**src/fault_status_params.svh**
```systemverilog
// constants for the fault status register bank
`ifndef FAULT_STATUS_PARAMS_SVH
`define FAULT_STATUS_PARAMS_SVH

// command codes
`define CMD_SUMMARY_BYTE 8'h78
`define CMD_SUMMARY_WORD 8'h79
`define CMD_VOUT_FLAGS 8'h7A
`define CMD_IOUT_FLAGS 8'h7B
`define CMD_TEMP_FLAGS 8'h7D
`define CMD_COMM_FLAGS 8'h7E

// summary byte bit positions
`define SB_OFF 6
`define SB_OV 5
`define SB_OC 4
`define SB_INPUT_UNDERVOLTAGE_FLAG 3
`define SB_TEMP 2
`define SB_CML 1
`define SB_OTHER 0

// summary high byte bit positions
`define SH_VOUT 7
`define SH_IOUT 6
`define SH_VENDOR 4
`define SH_PGOOD 3

// detail byte bit positions
`define VO_OV 7
`define VO_UV 4
`define IO_FAULT 7
`define IO_WARN 5
`define TF_FAULT 7
`define TF_WARN 6
`define CF_CMD 7
`define CF_DATA 6
`define CF_PEC 5
`define CF_MEM 4
`define CF_OTHER 1

// reset values
`define FLAGS_RESET 8'h00

`endif

```
**src/fault_status_pkg.sv**
```systemverilog
// types shared by the fault status register bank
package fault_status_pkg;

  // one-cycle fault events from the detectors around the bank
  typedef struct packed {
    logic outOv;
    logic outUv;
    logic ocFault;
    logic ocWarn;
    logic otFault;
    logic otWarn;
    logic badCmd;
    logic badData;
    logic pecFail;
    logic memFault;
    logic commOther;
    logic vinUv;
    logic dieOverheat;
  } fault_events_t;

  // a read request from the command layer
  typedef struct packed {
    logic valid;
    logic [7:0] cmd;
  } read_req_t;

  typedef enum logic [1:0] {
    IDLE = 2'b00,
    ANSWER = 2'b01
  } read_state_t;

endpackage : fault_status_pkg

```
**src/pmbus_fault_status_bank.sv**
```systemverilog
// fault and warning status register bank answering status read commands
`timescale 1ns/1ps
`include "fault_status_params.svh"

// Functional notes
// - summary word read returns two bytes summarising all faults and warnings
// - word low byte equals the summary byte at the same moment
// - summary bit 6 set while converter disabled; bit 7 unused
// - summary bit 5 reports output overvoltage fault
// - summary bit 4 reports output overcurrent fault
// - summary bit 3 reports input undervoltage fault
// - summary bit 2 set by any temperature fault or warning
// - summary bit 1 set by any communication, memory or logic fault
// - summary bit 0 covers other faults such as undervoltage or current warning
// - high byte bit 7 set by any output voltage flag
// - high byte bit 6 for output current only, never power
// - high byte bit 4 reports internal thermal shutdown
// - high byte bit 3 shows power good; bits 5,2,1,0 unused
// - voltage byte bit 7 on output overvoltage
// - voltage byte bit 4 on output undervoltage; others zero
// - current byte bit 7 fault, bit 5 warning; others zero
// - thermal byte bit 7 fault, bit 6 warning; others zero
// - comm byte bits 7,6,5,4,1 as command, data, PEC, memory, other
// - comm bit 7 set on invalid or unsupported command code
// - command 78h returns the summary byte
// - inconsistent limit write sets invalid data and comm summary bit
// - PEC failure sets comm byte packet error bit
// - internal memory fault sets comm byte memory bit
module pmbus_fault_status_bank
  import fault_status_pkg::*;
(
  input wire logic clk,
  input wire logic rst,
  input wire read_req_t readReq,
  input wire logic writeStrobe,
  input wire logic clearFaults,
  input wire fault_events_t events,
  input wire logic convEnabled,
  input wire logic powerGood,
  output logic [15:0] readData,
  output logic readValid,
  output logic readWord,
  output logic cmdUnknown
);

  // ---------------------------------------------------------------
  // detail flag bytes
  // ---------------------------------------------------------------
  logic [7:0] voutFlags;
  logic [7:0] ioutFlags;
  logic [7:0] tempFlags;
  logic [7:0] commFlags;
  logic [7:0] miscFlags;
  logic [7:0] voutSet;
  logic [7:0] ioutSet;
  logic [7:0] tempSet;
  logic [7:0] commSet;
  logic [7:0] miscSet;
  logic badCmdSeen;

  function automatic logic isKnownCmd(input logic [7:0] c);
    isKnownCmd = (c == `CMD_SUMMARY_BYTE) || (c == `CMD_SUMMARY_WORD) ||
                 (c == `CMD_VOUT_FLAGS) || (c == `CMD_IOUT_FLAGS) ||
                 (c == `CMD_TEMP_FLAGS) || (c == `CMD_COMM_FLAGS);
  endfunction : isKnownCmd

  assign badCmdSeen = readReq.valid && !isKnownCmd(readReq.cmd);

  always_comb begin
    voutSet = 8'h00;
    ioutSet = 8'h00;
    tempSet = 8'h00;
    commSet = 8'h00;
    miscSet = 8'h00;
    voutSet[`VO_OV] = events.outOv;
    voutSet[`VO_UV] = events.outUv;
    ioutSet[`IO_FAULT] = events.ocFault;
    ioutSet[`IO_WARN] = events.ocWarn;
    tempSet[`TF_FAULT] = events.otFault;
    tempSet[`TF_WARN] = events.otWarn;
    commSet[`CF_CMD] = events.badCmd | badCmdSeen;
    commSet[`CF_DATA] = events.badData;
    commSet[`CF_PEC] = events.pecFail;
    commSet[`CF_MEM] = events.memFault;
    commSet[`CF_OTHER] = events.commOther;
    miscSet[0] = events.vinUv;
    miscSet[1] = events.dieOverheat;
  end

  // writes never reach these: only clearFaults or rst empties them
  sticky_flag_byte u_vout (
    .clk(clk), .rst(rst), .setMask(voutSet), .supported(8'h90),
    .clear(clearFaults), .flags(voutFlags)
  );
  sticky_flag_byte u_iout (
    .clk(clk), .rst(rst), .setMask(ioutSet), .supported(8'hA0),
    .clear(clearFaults), .flags(ioutFlags)
  );
  sticky_flag_byte u_temp (
    .clk(clk), .rst(rst), .setMask(tempSet), .supported(8'hC0),
    .clear(clearFaults), .flags(tempFlags)
  );
  sticky_flag_byte u_comm (
    .clk(clk), .rst(rst), .setMask(commSet), .supported(8'hF2),
    .clear(clearFaults), .flags(commFlags)
  );
  sticky_flag_byte u_misc (
    .clk(clk), .rst(rst), .setMask(miscSet), .supported(8'h03),
    .clear(clearFaults), .flags(miscFlags)
  );

  // ---------------------------------------------------------------
  // summary
  // ---------------------------------------------------------------
  logic [7:0] summaryLow;
  logic [7:0] summaryHigh;

  // combinational summary so byte and word reads cannot disagree
  summary_encoder u_sum (
    .voutFlags(voutFlags),
    .ioutFlags(ioutFlags),
    .tempFlags(tempFlags),
    .commFlags(commFlags),
    .convOff(!convEnabled),
    .powerGood(powerGood),
    .vinUvFlag(miscFlags[0]),
    .vendorFlag(miscFlags[1]),
    .summaryLow(summaryLow),
    .summaryHigh(summaryHigh)
  );

  // ---------------------------------------------------------------
  // read answer
  // ---------------------------------------------------------------
  read_state_t state;
  read_state_t next_state;
  logic [15:0] next_readData;
  logic next_readValid;
  logic next_readWord;
  logic next_cmdUnknown;

  always_comb begin
    next_state = IDLE;
    next_readData = 16'h0000;
    next_readValid = 1'b0;
    next_readWord = 1'b0;
    next_cmdUnknown = 1'b0;
    unique case (state)
      IDLE, ANSWER: begin
        if (readReq.valid) begin
          next_state = ANSWER;
          next_readValid = 1'b1;
          unique case (readReq.cmd)
            `CMD_SUMMARY_BYTE: next_readData = {8'h00, summaryLow};
            `CMD_SUMMARY_WORD: begin
              next_readData = {summaryHigh, summaryLow};
              next_readWord = 1'b1;
            end
            `CMD_VOUT_FLAGS: next_readData = {8'h00, voutFlags};
            `CMD_IOUT_FLAGS: next_readData = {8'h00, ioutFlags};
            `CMD_TEMP_FLAGS: next_readData = {8'h00, tempFlags};
            `CMD_COMM_FLAGS: next_readData = {8'h00, commFlags};
            default: next_cmdUnknown = 1'b1;
          endcase
        end
      end
      default: next_state = IDLE;
    endcase
  end

  always_ff @(posedge clk or posedge rst) begin
    if (rst) begin
      state <= IDLE;
      readData <= 16'h0000;
      readValid <= 1'b0;
      readWord <= 1'b0;
      cmdUnknown <= 1'b0;
    end else begin
      state <= next_state;
      readData <= next_readData;
      readValid <= next_readValid;
      readWord <= next_readWord;
      cmdUnknown <= next_cmdUnknown;
    end
  end
endmodule : pmbus_fault_status_bank

```
**src/sticky_flag_byte.sv**
```systemverilog
// one sticky status byte: hardware sets, a clear command empties it
`timescale 1ns/1ps
`include "fault_status_params.svh"

module sticky_flag_byte
  import fault_status_pkg::*;
(
  input wire logic clk,
  input wire logic rst,
  input wire logic [7:0] setMask,
  input wire logic [7:0] supported,
  input wire logic clear,
  output logic [7:0] flags
);

  logic [7:0] next_flags;

  // set wins over clear so an event in the clearing cycle is kept
  always_comb begin
    next_flags = clear ? 8'h00 : flags;
    next_flags = (next_flags | setMask) & supported;
  end

  always_ff @(posedge clk or posedge rst) begin
    if (rst) begin
      flags <= `FLAGS_RESET;
    end else begin
      flags <= next_flags;
    end
  end

endmodule : sticky_flag_byte

```
**src/summary_encoder.sv**
```systemverilog
// derives the summary byte and word high byte from the detail bytes
`timescale 1ns/1ps
`include "fault_status_params.svh"

module summary_encoder
  import fault_status_pkg::*;
(
  input wire logic [7:0] voutFlags,
  input wire logic [7:0] ioutFlags,
  input wire logic [7:0] tempFlags,
  input wire logic [7:0] commFlags,
  input wire logic convOff,
  input wire logic powerGood,
  input wire logic vinUvFlag,
  input wire logic vendorFlag,
  output logic [7:0] summaryLow,
  output logic [7:0] summaryHigh
);

  always_comb begin
    summaryLow = 8'h00;
    summaryHigh = 8'h00;
    summaryLow[`SB_OFF] = convOff;
    summaryLow[`SB_OV] = voutFlags[`VO_OV];
    summaryLow[`SB_OC] = ioutFlags[`IO_FAULT];
    summaryLow[`SB_INPUT_UNDERVOLTAGE_FLAG] = vinUvFlag;
    summaryLow[`SB_TEMP] = |tempFlags;
    summaryLow[`SB_CML] = |commFlags;
    // warnings with no summary bit of their own
    summaryLow[`SB_OTHER] = voutFlags[`VO_UV] | ioutFlags[`IO_WARN];
    summaryHigh[`SH_VOUT] = |voutFlags;
    summaryHigh[`SH_IOUT] = |ioutFlags;
    summaryHigh[`SH_VENDOR] = vendorFlag;
    summaryHigh[`SH_PGOOD] = powerGood;
  end

endmodule : summary_encoder

```
**config.mk**
```make
export PLATFORM = sky130hd
export DESIGN_NAME = pmbus_fault_status_bank
export DESIGN_NICKNAME = d
export VERILOG_FILES = /design/src/fault_status_pkg.sv /design/src/pmbus_fault_status_bank.sv /design/src/sticky_flag_byte.sv /design/src/summary_encoder.sv
export VERILOG_INCLUDE_DIRS = /design/src
export SDC_FILE = /design/constraint.sdc
export NUM_CORES = 1
export LEC_CHECK = 0
export ABC_AREA = 0
export BUFFER_PORTS_ARGS = -buffer_cell sky130_fd_sc_hd__clkbuf_2
export CAP_MARGIN = 10
export CORE_MARGIN = 2
export CORE_UTILIZATION = 30
export CTS_BUF_LIST = sky130_fd_sc_hd__clkbuf_8
export DETAILED_ROUTE_END_ITERATION = 10
export PLACE_DENSITY = 0.49
export SKIP_CTS_REPAIR_TIMING = 1
export SYNTH_ARGS = -nofsm -noshare
export SYNTH_HDL_FRONTEND = slang
export SYNTH_HIERARCHICAL = 1
export SYNTH_SLANG_ARGS = --single-unit
export TNS_END_PERCENT = 50
```
**constraint.sdc**
```tcl
create_clock -name clk -period 2.9 [get_ports clk]
set_input_delay 0.58 -clock clk [delete_from_list [all_inputs] [get_ports clk]]
set_output_delay 0.58 -clock clk [all_outputs]
set_load 0.05 [all_outputs]
```
==> run_results.csv <==
group,metric,value,unit
outcome,status,"finished clean",
sta,hold_viol,0,
floorplanning,fp.dieW,96.3,microns
critical_path,timing.critical_path.slowest_cell_delay,630,ps
placed_design,post_dp_cell_area,0.00299,sq mm
sta,sum_of_negative_setup_slack,0,ps
power_and_ir_drop,cellPowerDensity,456,mW/mm^2
power_and_ir_drop,largest_voltage_drop_on_the_vdd_net,0.000190,V
sta,highest_attainable_clock_frequency,0.547,GHz
layout,post_route_cells_drive_above_1_share,0.171,
flow_run,drv_cap,0,
placed_design,hpwl,4.07,mm
detailed_routing,route.final.wire_length,5.48,mm
placed_design,globalplace.congestion,0.793,
detailed_routing,antenna_violating_nets_post_route,0,
sta,fin_crit_sh,0.631,
global_route,antenna_found_initial,0,
sta,fin_crit,1830,ps
global_route,first_global_vias,1747,
power_and_ir_drop,power.share.combinational,0.122,
floorplanning,io_pins,47,
floorplanning,initial_utilization,0.311,
global_route,busiest_layer,"met2",
power_and_ir_drop,power.switching,0.387,mW
detailed_routing,drt_first_pass_iters,4,
layout,n_antenna_cell,0,
clock_tree,cts.path.max_buffers,2,
global_route,grt.met1_usage,0.188,
critical_path,critical_path_buffers_and_inverters,1,
detailed_routing,initialDrtViolationCount,68,
hold_path,worstHoldPathType,"input port to asynchronous set/reset pin",
global_route,grt_pass1_wl,9.01,mm
detailed_routing,via_per_inst,4.13,
critical_path,cp-end-kind,"flop",
floorplanning,fp.dieArea,0.00927,sq mm
clock_tree,clk_pin_slew_worst_paths,100,ps
global_route,grt_remaining_overflow,0,
critical_path,worst-endpoint-arrival,2030,ps
clock_tree,cts_tree,"built",
clock_tree,cts_num_sinks,53,
placed_design,count_of_input_and_output_buffers,45,
sta,final-setup-viol-count,0,
global_route,groute.layer.met2.usage,0.190,
synthesis,yosysWarningCount,6,
critical_path,cpMaxStageDelayCell,"sky130_fd_sc_hd__nor2b_1",
floorplanning,number_of_cell_rows,33,
sta,slew_headroom,0.507,
sta,grt_setup_unrepaired,"false",
critical_path,critical_path_peak_fanout,13,
synthesis,syn_avg_cell_area,10.6,sq um
power_and_ir_drop,power.clock.fraction,0.312,
power_and_ir_drop,power.share.switching,0.275,
global_route,grt_use_met3,0.0290,
sta,tightestPinTransition,739,ps
clock_tree,cts-htree-levels,2,
sta,slew_violations,0,
critical_path,worst_path_dominant_cell_family,"simple AND/OR/NAND/NOR gates",
global_route,grt_max_degree,30,
power_and_ir_drop,power_frac_seq,0.566,
layout,fillCellCount,827,
synthesis,post_synth_inst_count,242,
clock_tree,buffer_cell_driving_the_clock_tree_root,"sky130_fd_sc_hd__clkbuf_8",
detailed_routing,detailroute.via_count,1814,
critical_path,worst_ep_required_time,3100,ps
global_route,overall_track_demand_over_capacity_in_global_routing,0.130,
critical_path,timing.critical_path.cells,"clkbuf_2 -> nor2b_1 -> o311ai_1 -> a21o_1 -> o21a_1",
clock_tree,tritoncts.num_buffers,5,
sta,skew,7.83,ps
critical_path,startpoint_to_endpoint_class_of_the_critical_path,"input port to flop",
power_and_ir_drop,p_int,1.02,mW
synthesis,synthesis.area,0.00255,sq mm
layout,areaGrowthSynthToFinish,20.8,%
critical_path,crit_path_start_kind,"input port",
floorplanning,overall_die_height,96.3,microns
layout,final_net_count,361,
power_and_ir_drop,p_leak,1.52,nW
floorplanning,core_area,0.00822,sq mm
layout,stdcell_area,0.00309,sq mm
detailed_routing,routedWlPerCell,12.5,microns
clock_tree,worstSkewPairLatency,310,ps
detailed_routing,detail_route.drc_violations,0,
==> path summary, 6_finish.rpt <==
kind,from,to,slack [ps],depth (start not counted)
min reg2reg,u_misc/flags[1]$_DFF_PP0_,readData[12]$_DFF_PP0_,480,1
max,readReq[0],u_comm/flags[7]$_DFF_PP0_,1070,5
min in group clk,readReq[8],state[0]$_DFF_PP0_,440,1
max in group asynchronous,rst,cmdUnknown$_DFF_PP0_,1930,2
min,rst,u_misc/flags[0]$_DFF_PP0_,220,2
max reg2reg,u_comm/flags[1]$_DFF_PP0_,readData[1]$_DFF_PP0_,1550,5
==> cell type report <==
cell class / instances / area (sq um) / area share
inverters: 13 / 48.8 / 0.0158
clock inverters: 3 / 26.3 / 0.00852
multi-input cells: 214 / 1250 / 0.406
flip-flops and latches: 53 / 1330 / 0.430
well taps: 105 / 131 / 0.0426
clock buffers: 5 / 68.8 / 0.0223
repair buffers: 46 / 233 / 0.0754
==> placed cells by master, fill, tap and decap left out, types with 2 or more instances in the layout <==
cell and n:
sky130_fd_sc_hd__and4b_1 2, sky130_fd_sc_hd__nor3_1 2, sky130_fd_sc_hd__o21ai_1 2, sky130_fd_sc_hd__o32a_1 5, sky130_fd_sc_hd__clkbuf_2 45, sky130_fd_sc_hd__conb_1 60, sky130_fd_sc_hd__or3_1 5, sky130_fd_sc_hd__a21o_1 3
sky130_fd_sc_hd__clkinv_4 2, sky130_fd_sc_hd__inv_1 12, sky130_fd_sc_hd__a211oi_1 6, sky130_fd_sc_hd__nand2_1 6, sky130_fd_sc_hd__dfrtp_1 53, sky130_fd_sc_hd__nor2b_1 42, sky130_fd_sc_hd__nand2b_2 2, sky130_fd_sc_hd__a221oi_1 7
sky130_fd_sc_hd__o21a_1 34, sky130_fd_sc_hd__clkbuf_8 5, sky130_fd_sc_hd__nor2_1 10, sky130_fd_sc_hd__nor4_1 8, sky130_fd_sc_hd__a31oi_1 3, sky130_fd_sc_hd__and2_1 9
==> state kept, by name, indices dropped and copies added, names as in the netlist <==
signal	cells
u_vout/flags	8
readData	16
u_iout/flags	8
u_misc/flags	2
u_temp/flags	8
state	1
u_comm/flags	8
readWord	1
cmdUnknown	1
==> power groups by stage <==
stage / Sequential (mW) / Clock [mW] / Combinational (mW)
after detailed placement: 0.812 / 0 / 0.171
after global routing: 0.803 / 0.485 / 0.197
after floorplan: 0.809 / 0 / 0.130
after CTS: 0.798 / 0.459 / 0.172
after global placement: 0.812 / 0 / 0.169
final: 0.798 / 0.439 / 0.172
==> layer usage <==
metal	wire [microns]	vias up
met2	2320	44
met3	278	8
li1	-	949
met5	0	-
met4	90	0
met1	2790	813
==> metrics by stage <==
| step | std cells | hold slack (ps) | utilization | setup slack, ps | power, mW |
|---|---|---|---|---|---|
| floorplan | 299 | 321 | - | 1430 | 0.938 |
| global placement | 431 | 461 | 0.364 | 834 | 0.982 |
| detailed placement | 431 | 462 | 0.364 | 785 | 0.983 |
| CTS | 439 | 218 | 0.376 | 1100 | 1.43 |
| global route | 439 | 214 | 0.376 | 966 | 1.48 |
| finish | 439 | 217 | 0.376 | 1070 | 1.41 |
Note: power is estimated with default switching activity, not from simulation.
